===== config.mk =====
export PLATFORM = sky130hd
export DESIGN_NAME = fsv_sequencer
export DESIGN_NICKNAME = d
export VERILOG_FILES = /design/src/pkg/fsv_pkg.sv /design/src/pkg/fsv_check_if.sv /design/src/rtl/fsv_sequencer.sv /design/src/rtl/fsv_verify_unit.sv
export VERILOG_INCLUDE_DIRS = /design/src /design/src/pkg
export SDC_FILE = /design/constraint.sdc
export NUM_CORES = 1
export LEC_CHECK = 0
export ABC_CLOCK_PERIOD_IN_PS = 1500
export BUFFER_PORTS_ARGS = -buffer_cell sky130_fd_sc_hd__buf_2
export CORE_MARGIN = 3
export CORE_UTILIZATION = 25
export DETAILED_ROUTE_END_ITERATION = 12
export GPL_TIMING_DRIVEN = 0
export PLACE_DENSITY = 0.56
export SYNTH_ARGS = -nofsm -noshare
export SYNTH_HDL_FRONTEND = slang
export SYNTH_SLANG_ARGS = --single-unit

===== constraint.sdc =====
create_clock -name clk -period 1.5 [get_ports clk]
set_input_delay 0.375 -clock clk [delete_from_list [all_inputs] [get_ports clk]]
set_output_delay 0.375 -clock clk [all_outputs]
set_load 0.05 [all_outputs]

===== src/pkg/fsv_params.svh =====
// constants for the flash self-program verify sequencer
// included by the sequencer module; definitions only
`ifndef FSV_PARAMS_SVH
`define FSV_PARAMS_SVH

`define FSV_CMD_VERIFY_BLOCK 8'h01
`define FSV_CMD_VERIFY_RANGE 8'h02
`define FSV_BIT_VOLT_ERR     1
`define FSV_BIT_WE_ERR       2
`define FSV_REG_RESET        8'h00
`define FSV_STATUS_MASK      8'h06

`endif


===== src/pkg/fsv_pkg.sv =====
// types shared by the verify sequencer modules
// assumes fsv_params.svh is on the include path
`default_nettype none
package fsv_pkg;
	typedef enum logic [2:0] {
		FSV_IDLE  = 3'b000,
		FSV_CHECK = 3'b001,
		FSV_ISSUE = 3'b010,
		FSV_WAIT  = 3'b011,
		FSV_DONE  = 3'b100
	} fsv_state_t;
endpackage
`default_nettype wire


===== src/pkg/fsv_check_if.sv =====
// one-location check request between sequencer and verify unit
// assumes both ends share clk
`timescale 1ns/1ps
`default_nettype none
interface fsv_check_if #(parameter int BLK_W = 8, parameter int LOW_W = 8);
	logic             req;
	logic [BLK_W-1:0] blk;
	logic [LOW_W-1:0] low;
	logic             done;
	logic             fail;
	modport seq  (output req, output blk, output low, input done, input fail);
	modport unit (input req, input blk, input low, output done, output fail);
endinterface
`default_nettype wire


===== src/rtl/fsv_sequencer.sv =====
// internal-verify sequencer of the flash self-programming unit
// assumes cpu register writes arrive as one-cycle strobes, halt as a pulse
`timescale 1ns/1ps
`default_nettype none
`include "fsv_params.svh"

// Behaviour
// command 01H selects whole-block verify
// command 02H selects verify of a chosen range in one block
// software sets low pointer to 00H for whole-block verify
// software sets low compare to FFH for whole-block verify
// software sets low pointer to start, low compare to end for range verify
// software writes equal block number to block pointer and block compare
// software clears the status register before launching
// software restarts the watchdog with ACH when it is used
// halt launches the operation; cpu resumes after completion
// status bit 1 flags voltage error, bit 2 write/erase error
// step low address pointer to compare inclusive; flag any failing location
module fsv_sequencer #(
	parameter int BLK_W = 8,
	parameter int LOW_W = 8
) (
	input  wire logic                  clk,
	input  wire logic                  rstn,
	input  wire logic                  cmdWe,
	input  wire logic [7:0]            cmdData,
	input  wire logic                  blockPtrWe,
	input  wire logic                  blockCmpWe,
	input  wire logic [BLK_W-1:0]      blockData,
	input  wire logic                  addrPtrWe,
	input  wire logic                  addrCmpWe,
	input  wire logic [LOW_W-1:0]      addrData,
	input  wire logic                  statusWe,
	input  wire logic [7:0]            statusData,
	input  wire logic                  haltExec,
	input  wire logic                  voltageOk,
	output logic                       flashRdEn,
	output logic [BLK_W+LOW_W-1:0]     flashAddr,
	input  wire logic                  flashRdValid,
	input  wire logic                  flashRdOk,
	output logic [7:0]                 flash_command_reg,
	output logic [BLK_W-1:0]           block_pointer_high,
	output logic [BLK_W-1:0]           block_compare_high,
	output logic [LOW_W-1:0]           address_pointer_low,
	output logic [LOW_W-1:0]           address_compare_low,
	output logic [7:0]                 flash_status_reg,
	output logic                       busy,
	output logic                       cpuResume
);
	fsv_pkg::fsv_state_t state;
	fsv_pkg::fsv_state_t next_state;
	logic [LOW_W-1:0]    curLow;
	logic                cmdKnown;
	logic                setupBad;
	logic                setVolt;
	logic                setWe;
	logic                lastLoc;

	fsv_check_if #(.BLK_W(BLK_W), .LOW_W(LOW_W)) chk ();

	fsv_verify_unit #(.BLK_W(BLK_W), .LOW_W(LOW_W)) u_unit (
		.clk          (clk),
		.rstn         (rstn),
		.chk          (chk.unit),
		.flashRdEn    (flashRdEn),
		.flashAddr    (flashAddr),
		.flashRdValid (flashRdValid),
		.flashRdOk    (flashRdOk)
	);

	assign cmdKnown  = (flash_command_reg == `FSV_CMD_VERIFY_BLOCK) ||
		(flash_command_reg == `FSV_CMD_VERIFY_RANGE);
	// block pair must match and range must not run backwards
	assign setupBad  = (block_pointer_high != block_compare_high) ||
		(address_pointer_low > address_compare_low);
	assign lastLoc   = (curLow == address_compare_low);
	assign busy      = (state != fsv_pkg::FSV_IDLE);
	assign cpuResume = (state == fsv_pkg::FSV_DONE);
	assign chk.req   = (state == fsv_pkg::FSV_ISSUE);
	assign chk.blk   = block_pointer_high;
	assign chk.low   = curLow;

	// =========================================================
	// cpu-written setup registers, frozen while busy
	always_ff @(posedge clk) begin
		if (!rstn) begin
			flash_command_reg   <= `FSV_REG_RESET;
			block_pointer_high  <= '0;
			block_compare_high  <= '0;
			address_pointer_low <= '0;
			address_compare_low <= '0;
		end else if (!busy) begin
			if (cmdWe)
				flash_command_reg <= cmdData;
			if (blockPtrWe)
				block_pointer_high <= blockData;
			if (blockCmpWe)
				block_compare_high <= blockData;
			if (addrPtrWe)
				address_pointer_low <= addrData;
			if (addrCmpWe)
				address_compare_low <= addrData;
		end
	end

	// =========================================================
	// sequence control
	always_comb begin
		next_state = state;
		case (state)
			fsv_pkg::FSV_IDLE: begin
				if (haltExec)
					next_state = fsv_pkg::FSV_CHECK;
			end
			fsv_pkg::FSV_CHECK: begin
				if (!cmdKnown || setupBad || !voltageOk)
					next_state = fsv_pkg::FSV_DONE;
				else
					next_state = fsv_pkg::FSV_ISSUE;
			end
			fsv_pkg::FSV_ISSUE: begin
				// supply loss aborts here too, not one cycle late
				if (!voltageOk)
					next_state = fsv_pkg::FSV_DONE;
				else
					next_state = fsv_pkg::FSV_WAIT;
			end
			fsv_pkg::FSV_WAIT: begin
				if (!voltageOk)
					next_state = fsv_pkg::FSV_DONE;
				else if (chk.done && lastLoc)
					next_state = fsv_pkg::FSV_DONE;
				else if (chk.done)
					next_state = fsv_pkg::FSV_ISSUE;
			end
			fsv_pkg::FSV_DONE: begin
				next_state = fsv_pkg::FSV_IDLE;
			end
			default: begin
				next_state = fsv_pkg::FSV_IDLE;
			end
		endcase
	end

	always_ff @(posedge clk) begin
		if (!rstn)
			state <= fsv_pkg::FSV_IDLE;
		else
			state <= next_state;
	end

	// =========================================================
	// location walk
	always_ff @(posedge clk) begin
		if (!rstn)
			curLow <= '0;
		else if (state == fsv_pkg::FSV_CHECK)
			curLow <= address_pointer_low;
		else if (state == fsv_pkg::FSV_WAIT && chk.done && !lastLoc)
			curLow <= curLow + 1'b1;
	end

	// =========================================================
	// status flags: hardware set beats a cpu write in the same cycle
	assign setVolt = busy && !voltageOk;
	assign setWe   = (state == fsv_pkg::FSV_CHECK && cmdKnown && setupBad) ||
		(state == fsv_pkg::FSV_WAIT && chk.done && chk.fail);

	always_ff @(posedge clk) begin
		if (!rstn) begin
			flash_status_reg <= `FSV_REG_RESET;
		end else begin
			if (statusWe)
				flash_status_reg <= statusData & `FSV_STATUS_MASK;
			if (setVolt)
				flash_status_reg[`FSV_BIT_VOLT_ERR] <= 1'b1;
			if (setWe)
				flash_status_reg[`FSV_BIT_WE_ERR] <= 1'b1;
		end
	end

	// =========================================================
	// checks
	a_launch_halt: assert property (@(posedge clk) disable iff (!rstn)
		state == fsv_pkg::FSV_IDLE && haltExec |=> busy ##1 busy)
		else $error("halt did not launch the sequence");

	a_resume_once: assert property (@(posedge clk) disable iff (!rstn)
		cpuResume |=> !cpuResume && !busy)
		else $error("resume not a single cycle ending the run");

	a_block_start: assert property (@(posedge clk) disable iff (!rstn)
		state == fsv_pkg::FSV_CHECK && voltageOk && !setupBad &&
		flash_command_reg == `FSV_CMD_VERIFY_BLOCK
		|=> state == fsv_pkg::FSV_ISSUE && curLow == $past(address_pointer_low))
		else $error("block verify did not start at pointer");

	a_range_start: assert property (@(posedge clk) disable iff (!rstn)
		state == fsv_pkg::FSV_CHECK && voltageOk && !setupBad &&
		flash_command_reg == `FSV_CMD_VERIFY_RANGE
		|=> state == fsv_pkg::FSV_ISSUE ##1 chk.low == address_pointer_low)
		else $error("range verify did not start at pointer");

	a_addr_step: assert property (@(posedge clk) disable iff (!rstn)
		state == fsv_pkg::FSV_WAIT && voltageOk && chk.done && !lastLoc
		|=> state == fsv_pkg::FSV_ISSUE && curLow == $past(curLow) + 1'b1)
		else $error("address did not step by one");

	a_range_end: assert property (@(posedge clk) disable iff (!rstn)
		state == fsv_pkg::FSV_WAIT && chk.done && lastLoc
		|=> cpuResume ##1 !busy)
		else $error("walk did not end at compare value");

	a_fail_flag: assert property (@(posedge clk) disable iff (!rstn)
		state == fsv_pkg::FSV_WAIT && chk.done && chk.fail
		|=> flash_status_reg[`FSV_BIT_WE_ERR])
		else $error("failed location not flagged");

	a_volt_flag: assert property (@(posedge clk) disable iff (!rstn)
		busy && !voltageOk |=> flash_status_reg[`FSV_BIT_VOLT_ERR] ##1 !busy)
		else $error("voltage error not flagged or run not ended");

	a_flag_sticky: assert property (@(posedge clk) disable iff (!rstn)
		flash_status_reg[`FSV_BIT_WE_ERR] && !statusWe
		|=> flash_status_reg[`FSV_BIT_WE_ERR])
		else $error("write erase flag dropped without a write");
endmodule // fsv_sequencer
`default_nettype wire


===== src/rtl/fsv_verify_unit.sv =====
// checks one flash location with the array's verify read port
// assumes the array answers each read with rdValid, holding rdOk with it
`timescale 1ns/1ps
`default_nettype none
module fsv_verify_unit #(
	parameter int BLK_W = 8,
	parameter int LOW_W = 8
) (
	input  wire logic             clk,
	input  wire logic             rstn,
	fsv_check_if.unit             chk,
	output logic                  flashRdEn,
	output logic [BLK_W+LOW_W-1:0] flashAddr,
	input  wire logic             flashRdValid,
	input  wire logic             flashRdOk
);
	// =========================================================
	// read request held until the array answers
	always_ff @(posedge clk) begin
		if (!rstn) begin
			flashRdEn <= 1'b0;
			flashAddr <= '0;
		end else if (flashRdEn && flashRdValid) begin
			flashRdEn <= 1'b0;
		end else if (chk.req && !flashRdEn) begin
			flashRdEn <= 1'b1;
			flashAddr <= {chk.blk, chk.low};
		end
	end

	// =========================================================
	// answer
	always_ff @(posedge clk) begin
		if (!rstn) begin
			chk.done <= 1'b0;
			chk.fail <= 1'b0;
		end else begin
			chk.done <= flashRdEn && flashRdValid;
			chk.fail <= flashRdEn && flashRdValid && !flashRdOk;
		end
	end

	a_read_hold: assert property (@(posedge clk) disable iff (!rstn)
		flashRdEn && !flashRdValid |=> flashRdEn && $stable(flashAddr))
		else $error("verify read dropped before answer");
endmodule // fsv_verify_unit
`default_nettype wire


==> metrics.md <==
| Metric | Value |
|---|---|
| Outcome | `complete, but fails checks` |
| Violated checks | `negative setup slack` |
| Max reg flops | `16` |
| Mapped Cells | `410` |
| Top cell type's share of synthesized area | `0.446` |
| Pleak | `2.10 nW` |
| Critical path arrival | `1.99 ns` |
| Rel. slew slack | `0.610` |
| FP Rows | `40` |
| Post-synthesis mux area share | `0.00658` |
| Max-slew violations | `0` |
| Wire per inst | `14.7 um` |
| Net count reported at finish | `597` |
| Min Tclk post-route | `1.72 ns` |
| Die X-Extent | `120 um` |
| Maximum VDD drop | `0.475 mV` |
| Fmax | `582 MHz` |
| Initial Utilization | `0.263` |
| Final period util | `1.14` |
| WP data required | `1.77 ns` |
| Compound-gate portion of the synthesized area | `0.159` |
| Commonest cells after routing, fill and taps aside | `nand2_1, buf_2, a21oi_1` |
| Main combinational cell family by area after synthesis | `simple AND/OR/NAND/NOR gates` |
| P&R area growth vs syn | `52.3%` |
| Commonest non-fill, non-tap cell in the layout | `nand2_1` |
| Total vias in the final route | `3,290` |
| RD Place Congestion | `0.846` |
| CTS tree | `yes` |
| Sink Count | `72` |
| Clock Path Buffers | `2` |
| Max-cap violations | `0` |
| Via density | `4.59` |
| Setup crit end kind | `flop` |
| Starting DRT DRC Count | `174` |
| Port Buffers | `97` |
| CTS clk-pin slew, worst paths | `0.06 ns` |
| Number of warnings issued by yosys | `0` |
| Grt total ovfl | `0` |
| Post-placement cell count | `680` |
| XOR/XNOR Fraction of Synth Area | `0.0569` |
| Io pins | `111` |
| Tightest Pin Transition | `0.585 ns` |
| Post-route ant nets | `0` |
| Worst Slack Setup Final | `-0.217 ns` |
| GRT Overall Usage | `0.145` |
| Critical path peak fanout | `3` |
| Number of CTS-inserted buffers | `9` |
| Layout fillers | `1,248` |
| Final setup viols | `13` |
| Antenna diode count | `0` |
| Post-synthesis register bit count | `72` |
| Hold crit path type | `in -> reg` |
| Core region area | `0.0123 sq mm` |
| Die ar. | `0.0143 sq mm` |
| Largest Register | `u_unit.flashAddr` |
| Top cells by area, synth | `dfxtp_1, nand2_1, a21oi_1` |
| Share of cells above drive strength 1 | `0.450` |
| Average cell area after synthesis | `7.88 sq um` |
| Initial antenna violation count | `0` |
| Routed wire length | `10.6 mm` |
| Fin. Hold Viols | `0` |
| Area leader, netlist | `dfxtp_1` |
| DP Wirelength | `7.58 mm` |
| Layout Cells excl Fill | `717` |
| Simple-Gate Fraction of Synth Area | `0.244` |
| Worst Setup Start Kind | `flop` |
| Vias in the first global route | `3,142` |
| Library cells used by synthesis | `41` |
| Root buffer cell | `clkbuf_16` |
| P per Cell Area | `1130 mW/mm^2` |
| Global-route wire length before repair | `16.3 mm` |
| Pre-antenna DRT Iters | `4` |
| Pre-CTS WS | `-0.456 ns` |
| Largest net degree at the start of global routing | `16` |
| Unrepaired setup endpoints after global routing | `yes` |
| Skew final | `0.00642 ns` |
| H-tree depth | `3` |
| Post-layout util | `0.400` |
| Adder-Cell Fraction of Synth Area | `0.0348` |
| Post-route DRC | `0` |
| Die H | `120 um` |
| Clk Latency, worst-skew pair | `0.34 ns` |
| Cell Area, Synth | `0.00323 sq mm` |
| Sequential fraction of the synthesis area | `0.446` |
| CP Class | `reg -> reg` |
report_power, final:
group,internal [mW],total [mW],switching (mW)
registers,2.01,2.13,0.119
clock network,1.16,2.08,0.930
logic,0.484,1.35,0.867
final timing paths:
kind / startpoint / to / slack (ns) / cells past startpoint
max: address_compare_low[5]$_SDFFE_PN0P_ / state[1]$_SDFFE_PN0P_ / -0.22 / 7
min: flashRdOk / u_unit.chk.fail$_SDFF_PN0_ / 0.18 / 2
max reg2reg: address_compare_low[5]$_SDFFE_PN0P_ / state[1]$_SDFFE_PN0P_ / -0.22 / 7
min reg2reg: u_unit.flashAddr[3]$_SDFFE_PN0P_ / u_unit.flashAddr[3]$_SDFFE_PN0P_ / 0.45 / 2
worst max-delay path, cell delays in order (launching register included):
cell      delay, ns
dfxtp_4        0.35
inv_2          0.04
ha_4           0.22
a211o_1        0.25
o211ai_1       0.12
nand4_1        0.24
a211oi_2       0.26
o211a_1        0.17
cell type report:
class | count | area [sq um] | share of cell area
multi-input cells | 305 | 1950 | 0.395
flip-flops and latches | 72 | 1520 | 0.309
repair buffers | 126 | 793 | 0.161
clock buffers | 9 | 225 | 0.0458
well taps | 168 | 210 | 0.0427
plain buffers | 17 | 114 | 0.0231
clock inverters | 7 | 62.6 | 0.0127
inverters | 13 | 52.6 | 0.0107
metrics by stage:
| stage | setup TNS (ns) | hold WS, ns | power, mW | area (sq um) |
|---|---|---|---|---|
| 6_report | -1.24 | 0.183 | 5.56 | 4920 |
| 5_1_grt | -2.65 | 0.176 | 5.81 | 4920 |
| 4_1_cts | -0.971 | 0.172 | 5.55 | 4650 |
| 3_5_place_dp | -15.44 | 0.446 | 3.28 | 4050 |
| 3_3_place_gp | -14.87 | 0.445 | 3.26 | 4050 |
| 2_1_floorplan | -0.333 | 0.447 | 2.96 | 3350 |
repair_timing:
action                                  in CTS  in global routing
endpoints found under the setup margin      59                 63
resized for setup                           55                 63
pin swaps                                   11                 36
gates cloned                                 0                  1
setup buffers                               21                 11
hold buffers                                 0                  0
per-layer routing:
metal  part of all wire  GRT usage  wire [um]
met1               0.46      0.186       4810
met2               0.47      0.233       4920
met3              0.062     0.0368        655
met4              0.017     0.0573        180
met5                  0          0          0
kinds of logic after synthesis:
logic type	Yosys count
flip-flops	72
AND/OR/NAND/NOR	178
multiplexers	2
XOR/XNOR	21
adder cells (fa/ha/maj)	9
other	1
AO/OA/AOI/OAI	89
buffers and inverters	38
synth_stat cells:
library cell,number
o211a_1,2
a211oi_1,3
a21oi_1,63
conb_1,1
dfxtp_1,72
nor3_2,1
nor4_2,1
and2_1,6
o21ai_2,1
mux2_1,1
or4_1,1
and3_1,5
nand3b_1,1
clkbuf_1,16
and2b_1,1
mux2i_1,1
o22ai_1,2
o21ai_0,1
o2111ai_1,1
a2bb2oi_1,2
xnor2_1,13
nor2_1,5
nand2_1,126
or3_1,2
ha_1,9
nor3_1,2
buf_4,7
nand3_1,9
a221o_1,1
nor3b_1,1
buf_1,2
nor4_1,2
a211o_1,1
inv_1,13
o211ai_1,5
nand4_1,8
nand2b_1,3
a31oi_1,6
a221oi_1,1
xor2_1,8
nor2b_1,4
(Power assumes the default switching activity.)
